## src/csr_defs.svh

```systemverilog
/*
  constants for the core special register block: register byte offsets,
  field positions, reset values and the data-memory map.
  assumes inclusion by bare name from the design module, the checker and the bench.
*/
`ifndef CSR_DEFS_SVH
`define CSR_DEFS_SVH

// ---------------------------------------------------------------------
// axi register byte offsets
// ---------------------------------------------------------------------
`define CSR_OFF_BANK      8'h00
`define CSR_OFF_FLAGS     8'h04
`define CSR_OFF_WORK      8'h08
`define CSR_OFF_PCLOW     8'h0c
`define CSR_OFF_TBLPTR    8'h10
`define CSR_OFF_TBLHIGH   8'h14
`define CSR_OFF_PCFULL    8'h18
`define CSR_OFF_EVENT     8'h1c
`define CSR_OFF_ALUOP     8'h20
`define CSR_OFF_ALUIN     8'h24
`define CSR_OFF_DIRECT    8'h28
`define CSR_OFF_ROMDATA   8'h2c
`define CSR_OFF_TBLLOW    8'h30
`define CSR_OFF_RAMPTR    8'h34
`define CSR_OFF_RAMDATA   8'h38
`define CSR_OFF_STALL     8'h3c

// ---------------------------------------------------------------------
// fields
// ---------------------------------------------------------------------
`define CSR_FLG_C         0
`define CSR_FLG_AC        1
`define CSR_FLG_Z         2
`define CSR_FLG_OV        3
`define CSR_FLG_SLEEP     4
`define CSR_FLG_DOG       5
`define CSR_FLG_WMASK     8'h0f
`define CSR_BANK_MASK     8'h01
`define CSR_EV_DOG        0
`define CSR_EV_CLRWDT     1
`define CSR_EV_HALT       2
`define CSR_EV_POWERUP    3
`define CSR_EV_CALL       4

// ---------------------------------------------------------------------
// reset values and memory map
// ---------------------------------------------------------------------
`define CSR_RST_BANK      1'b0
`define CSR_RST_FLAGS     8'h00
`define CSR_RST_PC        11'h000
`define CSR_SFR_TOP       8'h3f
`define CSR_BANK1_TOP     8'h4f
`define CSR_DUMMY_CYCLES  2'h1
`define CSR_AXI_OKAY      2'b00
`define CSR_AXI_SLVERR    2'b10

`endif

```

## src/csr_pkg.sv

```systemverilog
/*
  types for the core special register block.
  assumes csr_defs.svh is on the include path.
*/
package csr_pkg;
  // alu operations selectable by software
  typedef enum logic [2:0] {
    CSR_OP_ADD, CSR_OP_SUB, CSR_OP_AND, CSR_OP_OR,
    CSR_OP_XOR, CSR_OP_RLC, CSR_OP_RRC, CSR_OP_MOV
  } csr_op_e;
  // fetch sequence for a jump
  typedef enum logic [1:0] {
    CSR_RUN, CSR_DUMMY
  } csr_state_e;
endpackage

```

## src/csr_core_regs.sv

```systemverilog
/*
  core special register block: bank pointer, work register, program
  counter low byte, table pointer and high byte, status flags, with a
  small alu and bank-mapped data ram, all under an axi4-lite slave.
  assumes one 250 mhz clock, synchronous active-low reset, and a separate
  power-up reset strobe and sleep-mode wake reason from the system.
*/
// The AXI4-Lite slave port and the register offsets were chosen for this implementation.
`timescale 1ns/1ps
`include "csr_defs.svh"

module csr_core_regs
  import csr_pkg::*;
(
  input  wire logic        aclk,          // system clock
  input  wire logic        aresetn,       // sync reset, active low
  input  wire logic        power_up,      // reset is a power-up
  input  wire logic        sleep_dog_rst, // reset is dog expiry in sleep
  input  wire logic [7:0]  awaddr,        // write address
  input  wire logic        awvalid,       // write address valid
  output logic             awready,       // write address ready
  input  wire logic [31:0] wdata,         // write data
  input  wire logic [3:0]  wstrb,         // write byte strobes
  input  wire logic        wvalid,        // write data valid
  output logic             wready,        // write data ready
  output logic [1:0]       bresp,         // write response
  output logic             bvalid,        // write response valid
  input  wire logic        bready,        // write response ready
  input  wire logic [7:0]  araddr,        // read address
  input  wire logic        arvalid,       // read address valid
  output logic             arready,       // read address ready
  output logic [31:0]      rdata,         // read data
  output logic [1:0]       rresp,         // read response
  output logic             rvalid,        // read data valid
  input  wire logic        rready,        // read data ready
  output logic [10:0]      prog_counter,  // program counter
  output logic             dummy_cycle    // fetch stalled for a jump
);

  // -------------------------------------------------------------------
  // state
  // -------------------------------------------------------------------
  logic        bank_reg;               // bank pointer bit
  logic [7:0]  flags_reg;              // status flags
  logic [7:0]  work_reg;               // work register
  logic [10:0] pc_reg;                 // program counter
  logic [7:0]  tblptr_reg;             // table pointer
  logic [7:0]  tblhigh_reg;            // table high byte
  logic [7:0]  tbllow_reg;             // low byte landing location
  logic [15:0] romdata_reg;            // word presented by program rom
  logic [7:0]  ramptr_reg;             // pointer one
  logic [2:0]  aluop_reg;              // selected alu operation
  logic [7:0]  direct_reg;             // direct-address for alu operand
  logic [7:0]  ram [0:255];            // bank 0 data ram
  logic [7:0]  ram1 [64:79];           // bank 1 general ram
  csr_state_e  state_reg;              // fetch state
  logic        aw_reg;                 // write address held
  logic        w_reg;                  // write data held
  logic [7:0]  awaddr_reg;             // held write address
  logic [31:0] wdata_reg;              // held write data
  logic [3:0]  wstrb_reg;              // held write strobes

  // -------------------------------------------------------------------
  // address decode
  // -------------------------------------------------------------------
  function automatic logic csr_hit(input logic [7:0] a,
                                   input logic [7:0] off);
    csr_hit = (a[7:2] == off[7:2]);
  endfunction

  // ram address as seen from a pointer, bank applied
  function automatic logic csr_in_bank1(input logic b,
                                        input logic [7:0] a);
    csr_in_bank1 = b && (a > `CSR_SFR_TOP);
  endfunction

  wire        wr_go = aw_reg && w_reg && !bvalid;   // both halves taken
  wire [7:0]  wa    = awaddr_reg;
  wire        wlow  = wstrb_reg[0];                  // low byte lane
  wire [7:0]  wd    = wdata_reg[7:0];
  wire        wr_bank   = wr_go && wlow && csr_hit(wa, `CSR_OFF_BANK);
  wire        wr_flags  = wr_go && wlow && csr_hit(wa, `CSR_OFF_FLAGS);
  wire        wr_work   = wr_go && wlow && csr_hit(wa, `CSR_OFF_WORK);
  wire        wr_pcl    = wr_go && wlow && csr_hit(wa, `CSR_OFF_PCLOW);
  wire        wr_table_pointer   = wr_go && wlow && csr_hit(wa, `CSR_OFF_TBLPTR);
  wire        wr_event  = wr_go && wlow && csr_hit(wa, `CSR_OFF_EVENT);
  wire        wr_aluop  = wr_go && wlow && csr_hit(wa, `CSR_OFF_ALUOP);
  wire        wr_aluin  = wr_go && wlow && csr_hit(wa, `CSR_OFF_ALUIN);
  wire        wr_direct = wr_go && wlow && csr_hit(wa, `CSR_OFF_DIRECT);
  wire        wr_rom    = wr_go && csr_hit(wa, `CSR_OFF_ROMDATA);
  wire        wr_ramptr = wr_go && wlow && csr_hit(wa, `CSR_OFF_RAMPTR);
  wire        wr_ramdat = wr_go && wlow && csr_hit(wa, `CSR_OFF_RAMDATA);
  wire        wr_tblrd  = wr_go && csr_hit(wa, `CSR_OFF_TBLHIGH);
  wire        wr_known  = wa <= `CSR_OFF_STALL;

  // -------------------------------------------------------------------
  // alu: every result lands in the work register
  // -------------------------------------------------------------------
  // a direct-address write runs the op on bank 0, whatever the pointer
  wire [7:0] opnd   = ram[wd];
  wire       alu_go = wr_aluin || wr_direct;
  wire [7:0] bsrc   = wr_aluin ? wd : opnd;
  wire [7:0] bsub = ~bsrc;
  wire       sub  = (aluop_reg == CSR_OP_SUB);
  wire [7:0] bin  = sub ? bsub : bsrc;
  wire       cin  = sub;               // subtract as a + ~b + 1
  wire [4:0] lo   = {1'b0, work_reg[3:0]} + {1'b0, bin[3:0]}
                    + {4'h0, cin};
  wire [3:0] hi7  = {1'b0, work_reg[6:4]} + {1'b0, bin[6:4]}
                    + {3'h0, lo[4]};
  wire [8:0] sum  = {1'b0, work_reg} + {1'b0, bin} + {8'h00, cin};
  logic [7:0] res;
  logic       arith;
  logic       rot;
  logic       rcarry;
  always_comb begin
    res    = sum[7:0];
    arith  = 1'b0;
    rot    = 1'b0;
    rcarry = flags_reg[`CSR_FLG_C];
    unique case (csr_op_e'(aluop_reg))
      CSR_OP_ADD, CSR_OP_SUB: arith = 1'b1;
      CSR_OP_AND: res = work_reg & bsrc;
      CSR_OP_OR:  res = work_reg | bsrc;
      CSR_OP_XOR: res = work_reg ^ bsrc;
      CSR_OP_RLC: begin
        res    = {bsrc[6:0], flags_reg[`CSR_FLG_C]};
        rot    = 1'b1;
        rcarry = bsrc[7];
      end
      CSR_OP_RRC: begin
        res    = {flags_reg[`CSR_FLG_C], bsrc[7:1]};
        rot    = 1'b1;
        rcarry = bsrc[0];
      end
      CSR_OP_MOV: res = bsrc;           // transfer via work register
    endcase
  end

  // -------------------------------------------------------------------
  // status flags
  // -------------------------------------------------------------------
  logic [7:0] flags_next;
  always_comb begin
    flags_next = flags_reg;
    if (wr_flags) begin
      // software may only reach the arithmetic bits
      flags_next[3:0] = wd[3:0];
    end
    if (alu_go) begin
      if (arith) begin
        flags_next[`CSR_FLG_C]  = sum[8];
        flags_next[`CSR_FLG_AC] = lo[4];
        flags_next[`CSR_FLG_OV] = hi7[3] ^ sum[8];
      end
      if (rot) flags_next[`CSR_FLG_C] = rcarry;
      if (!rot) flags_next[`CSR_FLG_Z] = (res == 8'h00);
    end
    // call entry (event bit four) is ignored: flags are never saved
    if (wr_event) begin
      if (wd[`CSR_EV_CLRWDT]) begin
        flags_next[`CSR_FLG_DOG]   = 1'b0;
        flags_next[`CSR_FLG_SLEEP] = 1'b0;
      end
      if (wd[`CSR_EV_HALT]) begin
        flags_next[`CSR_FLG_DOG]   = 1'b0;
        flags_next[`CSR_FLG_SLEEP] = 1'b1;
      end
      if (wd[`CSR_EV_POWERUP]) begin
        flags_next[`CSR_FLG_DOG]   = 1'b0;
        flags_next[`CSR_FLG_SLEEP] = 1'b0;
      end
      // expiry is set last so it wins over a clear in the same cycle
      if (wd[`CSR_EV_DOG]) flags_next[`CSR_FLG_DOG] = 1'b1;
    end
    flags_next[7:6] = 2'b00;
  end

  // flags hold through ordinary resets; power-up clears them all
  always_ff @(posedge aclk) begin
    if (!aresetn) begin
      if (power_up) flags_reg <= `CSR_RST_FLAGS;
    end else begin
      flags_reg <= flags_next;
    end
  end

  // -------------------------------------------------------------------
  // bank pointer
  // -------------------------------------------------------------------
  always_ff @(posedge aclk) begin
    if (!aresetn) begin
      if (!sleep_dog_rst || power_up) bank_reg <= `CSR_RST_BANK;
    end else if (wr_bank) begin
      bank_reg <= wd[0];
    end
  end

  // -------------------------------------------------------------------
  // work register, table registers, pointers
  // -------------------------------------------------------------------
  always_ff @(posedge aclk) begin
    if (!aresetn) begin
      work_reg    <= 8'h00;
      tblptr_reg  <= 8'h00;
      tblhigh_reg <= 8'h00;
      tbllow_reg  <= 8'h00;
      romdata_reg <= 16'h0000;
      ramptr_reg  <= 8'h00;
      aluop_reg   <= 3'h0;
      direct_reg  <= 8'h00;
    end else begin
      if (alu_go) work_reg <= res;
      else if (wr_work) work_reg <= wd;
      if (wr_table_pointer) tblptr_reg <= wd;
      if (wr_rom) romdata_reg <= wdata_reg[15:0];
      if (wr_tblrd) begin
        tblhigh_reg <= romdata_reg[15:8];
        tbllow_reg  <= romdata_reg[7:0];
      end
      if (wr_ramptr) ramptr_reg <= wd;
      if (wr_aluop) aluop_reg <= wd[2:0];
      if (wr_direct) direct_reg <= wd;
    end
  end

  // bank 1 reached only through pointer one
  wire ind_b1 = csr_in_bank1(bank_reg, ramptr_reg);
  wire ind_ok = !bank_reg || ramptr_reg <= `CSR_BANK1_TOP;
  always_ff @(posedge aclk) begin
    if (wr_ramdat && ind_ok) begin
      if (ind_b1) ram1[ramptr_reg] <= wd;
      else ram[ramptr_reg] <= wd;
    end
  end

  // -------------------------------------------------------------------
  // program counter and jump stall
  // -------------------------------------------------------------------
  always_ff @(posedge aclk) begin
    if (!aresetn) begin
      pc_reg    <= `CSR_RST_PC;
      state_reg <= CSR_RUN;
    end else if (wr_pcl) begin
      pc_reg    <= {pc_reg[10:8], wd};
      state_reg <= CSR_DUMMY;
    end else begin
      unique case (state_reg)
        CSR_RUN:   pc_reg <= pc_reg + 11'h001;
        CSR_DUMMY: state_reg <= CSR_RUN;
      endcase
    end
  end
  assign prog_counter = pc_reg;
  assign dummy_cycle  = (state_reg == CSR_DUMMY);

  // -------------------------------------------------------------------
  // axi write channel
  // -------------------------------------------------------------------
  assign awready = !aw_reg;
  assign wready  = !w_reg;
  always_ff @(posedge aclk) begin
    if (!aresetn) begin
      aw_reg     <= 1'b0;
      w_reg      <= 1'b0;
      bvalid     <= 1'b0;
      bresp      <= `CSR_AXI_OKAY;
      awaddr_reg <= 8'h00;
      wdata_reg  <= 32'h0;
      wstrb_reg  <= 4'h0;
    end else begin
      if (awvalid && awready) begin
        aw_reg     <= 1'b1;
        awaddr_reg <= awaddr;
      end
      if (wvalid && wready) begin
        w_reg     <= 1'b1;
        wdata_reg <= wdata;
        wstrb_reg <= wstrb;
      end
      if (wr_go) begin
        aw_reg <= 1'b0;
        w_reg  <= 1'b0;
        bvalid <= 1'b1;
        bresp  <= wr_known ? `CSR_AXI_OKAY : `CSR_AXI_SLVERR;
      end else if (bvalid && bready) begin
        bvalid <= 1'b0;
      end
    end
  end

  // -------------------------------------------------------------------
  // axi read channel
  // -------------------------------------------------------------------
  wire [7:0] ra = araddr;
  wire ind_rb1 = csr_in_bank1(bank_reg, ramptr_reg);
  wire [7:0] ram_rd = !ind_ok ? 8'h00 :
                      ind_rb1 ? ram1[ramptr_reg] : ram[ramptr_reg];
  logic [31:0] rd_mux;
  always_comb begin
    rd_mux = 32'h0;
    unique case (ra[7:2])
      6'h00: rd_mux[7:0] = {7'h00, bank_reg};
      6'h01: rd_mux[7:0] = flags_reg;
      6'h02: rd_mux[7:0] = work_reg;
      6'h03: rd_mux[7:0] = pc_reg[7:0];
      6'h04: rd_mux[7:0] = tblptr_reg;
      6'h05: rd_mux[7:0] = tblhigh_reg;
      6'h06: rd_mux[10:0] = pc_reg;
      6'h08: rd_mux[2:0] = aluop_reg;
      6'h0a: rd_mux[7:0] = direct_reg;
      6'h0b: rd_mux[15:0] = romdata_reg;
      6'h0c: rd_mux[7:0] = tbllow_reg;
      6'h0d: rd_mux[7:0] = ramptr_reg;
      6'h0e: rd_mux[7:0] = ram_rd;
      6'h0f: rd_mux[0] = dummy_cycle;
      default: rd_mux = 32'h0;
    endcase
  end
  assign arready = !rvalid;
  always_ff @(posedge aclk) begin
    if (!aresetn) begin
      rvalid <= 1'b0;
      rdata  <= 32'h0;
      rresp  <= `CSR_AXI_OKAY;
    end else if (arvalid && arready) begin
      rvalid <= 1'b1;
      rdata  <= rd_mux;
      rresp  <= (ra <= `CSR_OFF_STALL) ? `CSR_AXI_OKAY : `CSR_AXI_SLVERR;
    end else if (rvalid && rready) begin
      rvalid <= 1'b0;
    end
  end

endmodule

```

## config.mk

```make
export PLATFORM = sky130hd
export DESIGN_NAME = csr_core_regs
export DESIGN_NICKNAME = d
export VERILOG_FILES = /design/src/csr_pkg.sv /design/src/csr_core_regs.sv
export VERILOG_INCLUDE_DIRS = /design/src /design/src/src
export SDC_FILE = /design/constraint.sdc
export NUM_CORES = 2
export LEC_CHECK = 0
export BUFFER_PORTS_ARGS = -buffer_cell sky130_fd_sc_hd__buf_2
export CORE_AREA = 5 5 541 543
export CTS_CLUSTER_SIZE = 20
export DETAILED_ROUTE_END_ITERATION = 7
export DIE_AREA = 0 0 546 548
export GPL_TIMING_DRIVEN = 0
export PLACE_DENSITY_LB_ADDON = 0.2
export SETUP_SLACK_MARGIN = 0.15
export SLEW_MARGIN = 5
export SYNTH_ARGS = -nofsm -noshare
export SYNTH_HDL_FRONTEND = slang
export SYNTH_SLANG_ARGS = --single-unit
```

## constraint.sdc

```tcl
create_clock -name aclk -period 16.3 [get_ports aclk]
set_input_delay 2.445 -clock aclk [delete_from_list [all_inputs] [get_ports aclk]]
set_output_delay 2.445 -clock aclk [all_outputs]
set_load 0.005 [all_outputs]
```

## Word level (Yosys, flattened, before mapping)

Memories as Yosys holds them, arrays and structs flattened. A register that Yosys moved wholly into a read port is not among the register bits.
Index checks and enable logic that the tools add are counted.

- Register bits after elaboration: 135
- Bits in writable memories: 2176
- Input bits: 61
- Output and inout bits: 53
- Logic and storage cells: 189
- Memories: 2

- Add/sub/neg operators: 7
- Order comparisons: 4
- Equal/unequal tests: 37
- Multiplexer cells: 53
- Bitwise operators: 7
- Reduce and logical (&&, ||, !) cells: 53

Memory list:

| name | words | width | rd ports | clocked after Yosys merged registers in | write ports | RTL line | RTL |
|---|---|---|---|---|---|---|---|
| ram | 256 | 8 | 2 | 2 | 1 | csr_core_regs.sv:54 | `logic [7:0] ram [0:255];` |
| ram1 | 16 | 8 | 1 | 1 | 1 | csr_core_regs.sv:55 | `logic [7:0] ram1 [64:79];` |

Operator list:

| cell | count |
|---|---|
| $mux 8 | 12 |
| $eq 6x4->1 const B | 13 |
| $pmux 5 s10 | 1 |
| $pmux 8 s6 | 1 |
| $eq 6x3->1 const B | 6 |
| $eq 6x2->1 const B | 4 |
| $logic_and 1x1->1 | 23 |
| $pmux 2 s11 | 1 |
| $mux 1 | 21 |
| $le 8x6->1 const B | 2 |
| $mux 2 | 7 |
| $mux 7 | 2 |
| $reduce_bool 2->1 | 7 |
| $pmux 1 s13 | 1 |
| $eq 3x3->1 const B | 4 |
| $eq 6x1->1 const B | 2 |
| $logic_not 6->1 | 2 |
| $mux 6 | 2 |
| $add 11x1->11 const B | 1 |
| $add 8x8->9 | 1 |
| $add 9x1->9 | 1 |
| $and 8x8->8 | 1 |
| $gt 8x6->1 const B | 1 |
| $le 8x7->1 const B | 1 |
| other kinds (27) | 44 |

## Depth between registers and ports, before layout

- Depth in word-level cells: 14
- Gate-level depth with buffers: 27
- Gate-level depth less buffers: 20

## Least setup slack after synthesis

No wires, ideal clock.

- Kind: register -> register
- Start: register wdata_reg[2]
- End: register flags_reg[2], data pin
- Library setup time: 0.180 ns
- Arrival: 6.675 ns
- Data required time: 16.120 ns
- Path slack: 9.445 ns
- Cell stages (with the launch flop): 17
- Buffers on the path: 1
- Clock period less this slack: 6.855 ns
- Path through: dfxtp_1 clkbuf_1 inv_1 a22oi_1 nand2_1 xnor2_1 ha_1 a21o_1 a21o_1 fa_1 nor2_1 a21oi_1 o21ai_0 o221a_1 nor3b_1 nand4_1 o41ai_2

- Longest elaborated chain between the ends: 10
- Elaborated cells between the ends (all ways): 14
- Classes of those cells: 2 x add/sub; 7 x mux; 4 x bitwise; 1 x reduce/logical

Ends and longest elaborated chain:

| what | RTL line | RTL |
|---|---|---|
| start, declared | csr_core_regs.sv:60 | `logic [31:0] wdata_reg;` |
| start signal, assigned | csr_core_regs.sv:278 | `wdata_reg <= wdata;` |
| $mux 8 | csr_core_regs.sv:102 | `wire [7:0] bsrc = wr_aluin ? wd : opnd;` |
| $not 8->8 | csr_core_regs.sv:103 | `wire [7:0] bsub = ~bsrc;` |
| $mux 8 | csr_core_regs.sv:105 | `wire [7:0] bin = sub ? bsub : bsrc;` |
| $add 8x8->9 | csr_core_regs.sv:111 | `wire [8:0] sum = {1'b0, work_reg} + {1'b0, bin} + {8'h00, cin};` |
| $add 9x1->9 | csr_core_regs.sv:111 |  |
| $pmux 8 s6 | csr_core_regs.sv:121 | `unique case (csr_op_e'(aluop_reg))` |
| $logic_not 8->1 | csr_core_regs.sv:157 | `` if (!rot) flags_next[`CSR_FLG_Z] = (res == 8'h00); `` |
| $mux 1 | csr_core_regs.sv:157 |  |
| $mux 4 * | csr_core_regs.sv:150 | `if (alu_go) begin` |
| $mux 6 * | csr_core_regs.sv:181 | `if (!aresetn) begin` |
| end signal, assigned | csr_core_regs.sv:182 | `` if (power_up) flags_reg <= `CSR_RST_FLAGS; `` |
| end signal, assigned | csr_core_regs.sv:184 | `flags_reg <= flags_next;` |
| end, declared | csr_core_regs.sv:44 | `logic [7:0] flags_reg;` |

Mark *: on every way between the ends. The rest lies on a longest branch, timed or not.
A chain may end at the register's enable or synchronous reset.

==> results.sh <==
export IMPL_endpoint="flags_reg[2]"
export IMPL_path_class="register to register"
export IMPL_crit_slowest_cell="a22oi_1"
export IMPL_cts_tree="done"
export IMPL_worst_path_buf_inv=7
export IMPL_timing_slew_headroom=-0.106
export IMPL_fillers=25000
export IMPL_final_setup_tns_ns=0
export IMPL_setup_ws_ns=5.57
export IMPL_start_kind="register"
export IMPL_avgViaCountPerCell=7.35
export IMPL_yosys_area_share_adder=0.00314
export IMPL_crit_family="buffers and inverters"
export IMPL_post_route_min_period_ns=10.73
export IMPL_ys_seq_area_frac=0.630
export IMPL_violations="max-capacitance violations, max-slew violations"
export IMPL_cap_violations=12
export IMPL_grt_pass1_vias=69900
export IMPL_ios=114
export IMPL_nets=6444
export IMPL_cts_max_level=5
export IMPL_syn_area_um2=108000
export IMPL_clockRootBuffer="clkbuf_16"
export IMPL_whs_ns=0.456
export IMPL_critPathMaxFanout=11
export IMPL_netlist_area_leader_share=0.604
export IMPL_drt_pass1_iter_count=6
export IMPL_synth_top_area_cell="edfxtp_1"
export IMPL_layout_drive_gt1_share=0.322
export IMPL_min_path_type="register to register"
export IMPL_grt_start_max_net_pins=94
export IMPL_first_iter_violations=15300
export IMPL_rsz0062_at_grt="no"
export IMPL_post_cts_setup_buffers=0
export IMPL_p_leak_uw=0.0384
export IMPL_hold_viol_final=0
export IMPL_slew_viol_final=98
export IMPL_numCtsBuffers=275
export IMPL_synth_ff_type="edfxtp_1"
export IMPL_synth_cells=5878
export IMPL_timing_fmax_mhz=93.2
export IMPL_reg_largest_list="ram (2048), ram1 (128)"
export IMPL_r2r_cells=23
export IMPL_synth_warnings=0
export IMPL_post_cts_resized=0
export IMPL_clock_skew_ns=0.0509
export IMPL_gp_congestion=1.09
export IMPL_peakVddDrop_mv=0.0876
export IMPL_yosysUniqueCellTypes=93
export IMPL_dp_cells=9859
export IMPL_period_share=0.658
export IMPL_final_area_um2=125000
export IMPL_arrival_ns=11.47
export IMPL_start_util=0.378
export IMPL_placed_area_um2=116000
export IMPL_power_density_nw_per_um2=110
export IMPL_worst_pin_slew_ns=1.66
export IMPL_dp_slack_ns=6.40
export IMPL_clkLatencyLatePin_ns=0.96
export IMPL_clkTransAtPathRegs_ns=0.06
export IMPL_place_hpwl_um=457000
export IMPL_path_cells="buf_6, buf_6, buf_4, buf_4, buf_2, buf_2, mux4_2, a22oi_1, nand4_1, a211oi_1, nand3_1, o211ai_2, xnor2_1, ha_1, inv_1, nor2_1, nor2_1, xnor2_1, o22ai_1, o21ai_0, a311oi_2, nand4_1, o41ai_2"
export IMPL_path_depth=23
export IMPL_synth_top_family_by_area="multiplexers"
export IMPL_syn_to_final_growth_pct=15.4
export IMPL_synth_compound_area_frac=0.0371
export IMPL_die_x_um=546
export IMPL_avgSynthCellArea_um2=18.5
export IMPL_crit_required_ns=17.04
export IMPL_track_usage=0.415
export IMPL_async_reset_ff_frac=0
export IMPL_synthSimpleGateAreaFrac=0.0382
export IMPL_grt_pass1_wl_um=790000
export IMPL_end_kind="register"
export IMPL_outcome="finished with violations"
export IMPL_instances_no_fill=10500
export IMPL_ant_nets=0
export IMPL_postCtsHoldBufs=0
export IMPL_reg2reg_slack_ns=5.57
export IMPL_fp_dieArea_um2=299000
export IMPL_overflow=0
export IMPL_drc=0
export IMPL_largest_reg_flops=2048
export IMPL_fp_row_count=197
export IMPL_largest_register="ram"
export IMPL_via_count=76900
export IMPL_synthXorXnorAreaFrac=0.00178
export IMPL_numClockSinks=2325
export IMPL_synth_edf_count=2183
export IMPL_die_h_um=548
export IMPL_synthMuxAreaShare=0.266
export IMPL_r2r_end="flags_reg[2]"
export IMPL_cpPeakStageDelay_ns=1.11
export IMPL_port_buffers=74
export IMPL_core_area_um2=287000
export IMPL_finalSetupViolCount=0
export IMPL_synth_seq_cells=2325
export IMPL_antenna_found_initial=105
export IMPL_synth_area_leaders="edfxtp_1 60%, mux4_2 24%, mux2i_1 2.7%, dfxtp_1 2.6%, nor2_1 1.4%"
export IMPL_wl_um=636000
export IMPL_cts_buffer_depth=4
export IMPL_wire_per_inst_um=60.8
## metal layers
layer / part of all wire / up-vias / track usage
li1: - / 25900 / -
met1: 0.34 / 41100 / 0.495
met2: 0.41 / 7869 / 0.575
met3: 0.14 / 1996 / 0.187
met4: 0.099 / 38 / 0.342
met5: 0.00051 / - / 0.00538
## cells in the mapped netlist (25+ instances only)
cell type / n
a22oi_1: 122
buf_4: 56
mux4_2: 1133
buf_2: 93
nor2_1: 411
buf_1: 71
nor2b_1: 31
o21ai_0: 56
mux2i_1: 290
edfxtp_1: 2183
nand3_1: 92
dfxtp_1: 142
buf_6: 35
a221oi_1: 35
inv_1: 35
nand2_1: 293
clkbuf_1: 221
nor3_1: 27
a21oi_1: 152
a22o_1: 25
## worst min-delay path by stage
| stage | from | to | slack (ns) | cells past startpoint |
|---|---|---|---|---|
| after global placement | tblhigh_reg[1] | tblhigh_reg[1] | 0.44 | 2 |
| after global routing | wdata_reg[15] | wdata_reg[15] | 0.47 | 2 |
| after detailed placement | tblhigh_reg[0] | tblhigh_reg[0] | 0.45 | 2 |
| after floorplan | tblhigh_reg[2] | tblhigh_reg[2] | 0.43 | 2 |
| final | tblhigh_reg[5] | tblhigh_reg[5] | 0.46 | 2 |
| after CTS | tblhigh_reg[0] | tblhigh_reg[0] | 0.45 | 2 |
## metrics by stage
stage	util	total power, µW
finish	0.436	13800
global route	0.435	14000
CTS	0.435	13700
detailed placement	0.405	7740
global placement	0.396	7750
floorplan	-	7130
## kinds of logic after synthesis
family	count (synthesis)
flip-flops	2325
multiplexers	1453
AND/OR/NAND/NOR	956
AO/OA/AOI/OAI	578
buffers and inverters	517
adder cells (fa/ha/maj)	26
XOR/XNOR	22
other	1
## worst register-to-register path, delay by kind of cell (launching register included)
family,cells,cell delay [ns]
compound gates,7,3.52
flops,1,0.42
buf+inv,7,4.42
xor+xnor,2,0.24
simple gates,5,1.18
mux,1,0.42
fa+ha+maj,1,0.34
## layout make-up
type                    count  area, µm²  share of cell area
diodes                    105        263             0.00210
clock inverters           144       1240             0.00990
well taps                3781       4730              0.0378
flip-flops and latches   2325      68400               0.547
multi-input cells        3053      37700               0.302
inverters                  39        148             0.00118
repair buffers            185       2740              0.0219
clock buffers             344       7300              0.0583
plain buffers             478       2580              0.0206
## power by group
group          switching (µW)  leakage (µW)  internal, µW
Sequential               30.0        0.0213          6540
Clock                    2710       0.00415          3420
Combinational             844        0.0129           275
Total                    3580        0.0384         10200
## layout by cell type (no fill, tap or decap), types with 44 or more instances in the layout
| cell type | n |
|---|---|
| buf_2 | 223 |
| clkbuf_16 | 281 |
| a22oi_1 | 122 |
| edfxtp_1 | 2183 |
| diode_2 | 105 |
| o21ai_0 | 55 |
| a21oi_1 | 151 |
| clkinv_2 | 44 |
| clkbuf_1 | 195 |
| buf_4 | 62 |
| dfxtp_1 | 134 |
| clkbuf_2 | 86 |
| nor2_1 | 383 |
| buf_12 | 49 |
| nand2_1 | 293 |
| clkinv_1 | 54 |
| mux4_2 | 1133 |
| nand3_1 | 92 |
| mux2i_1 | 290 |
Power figures use the tool's default switching activity.
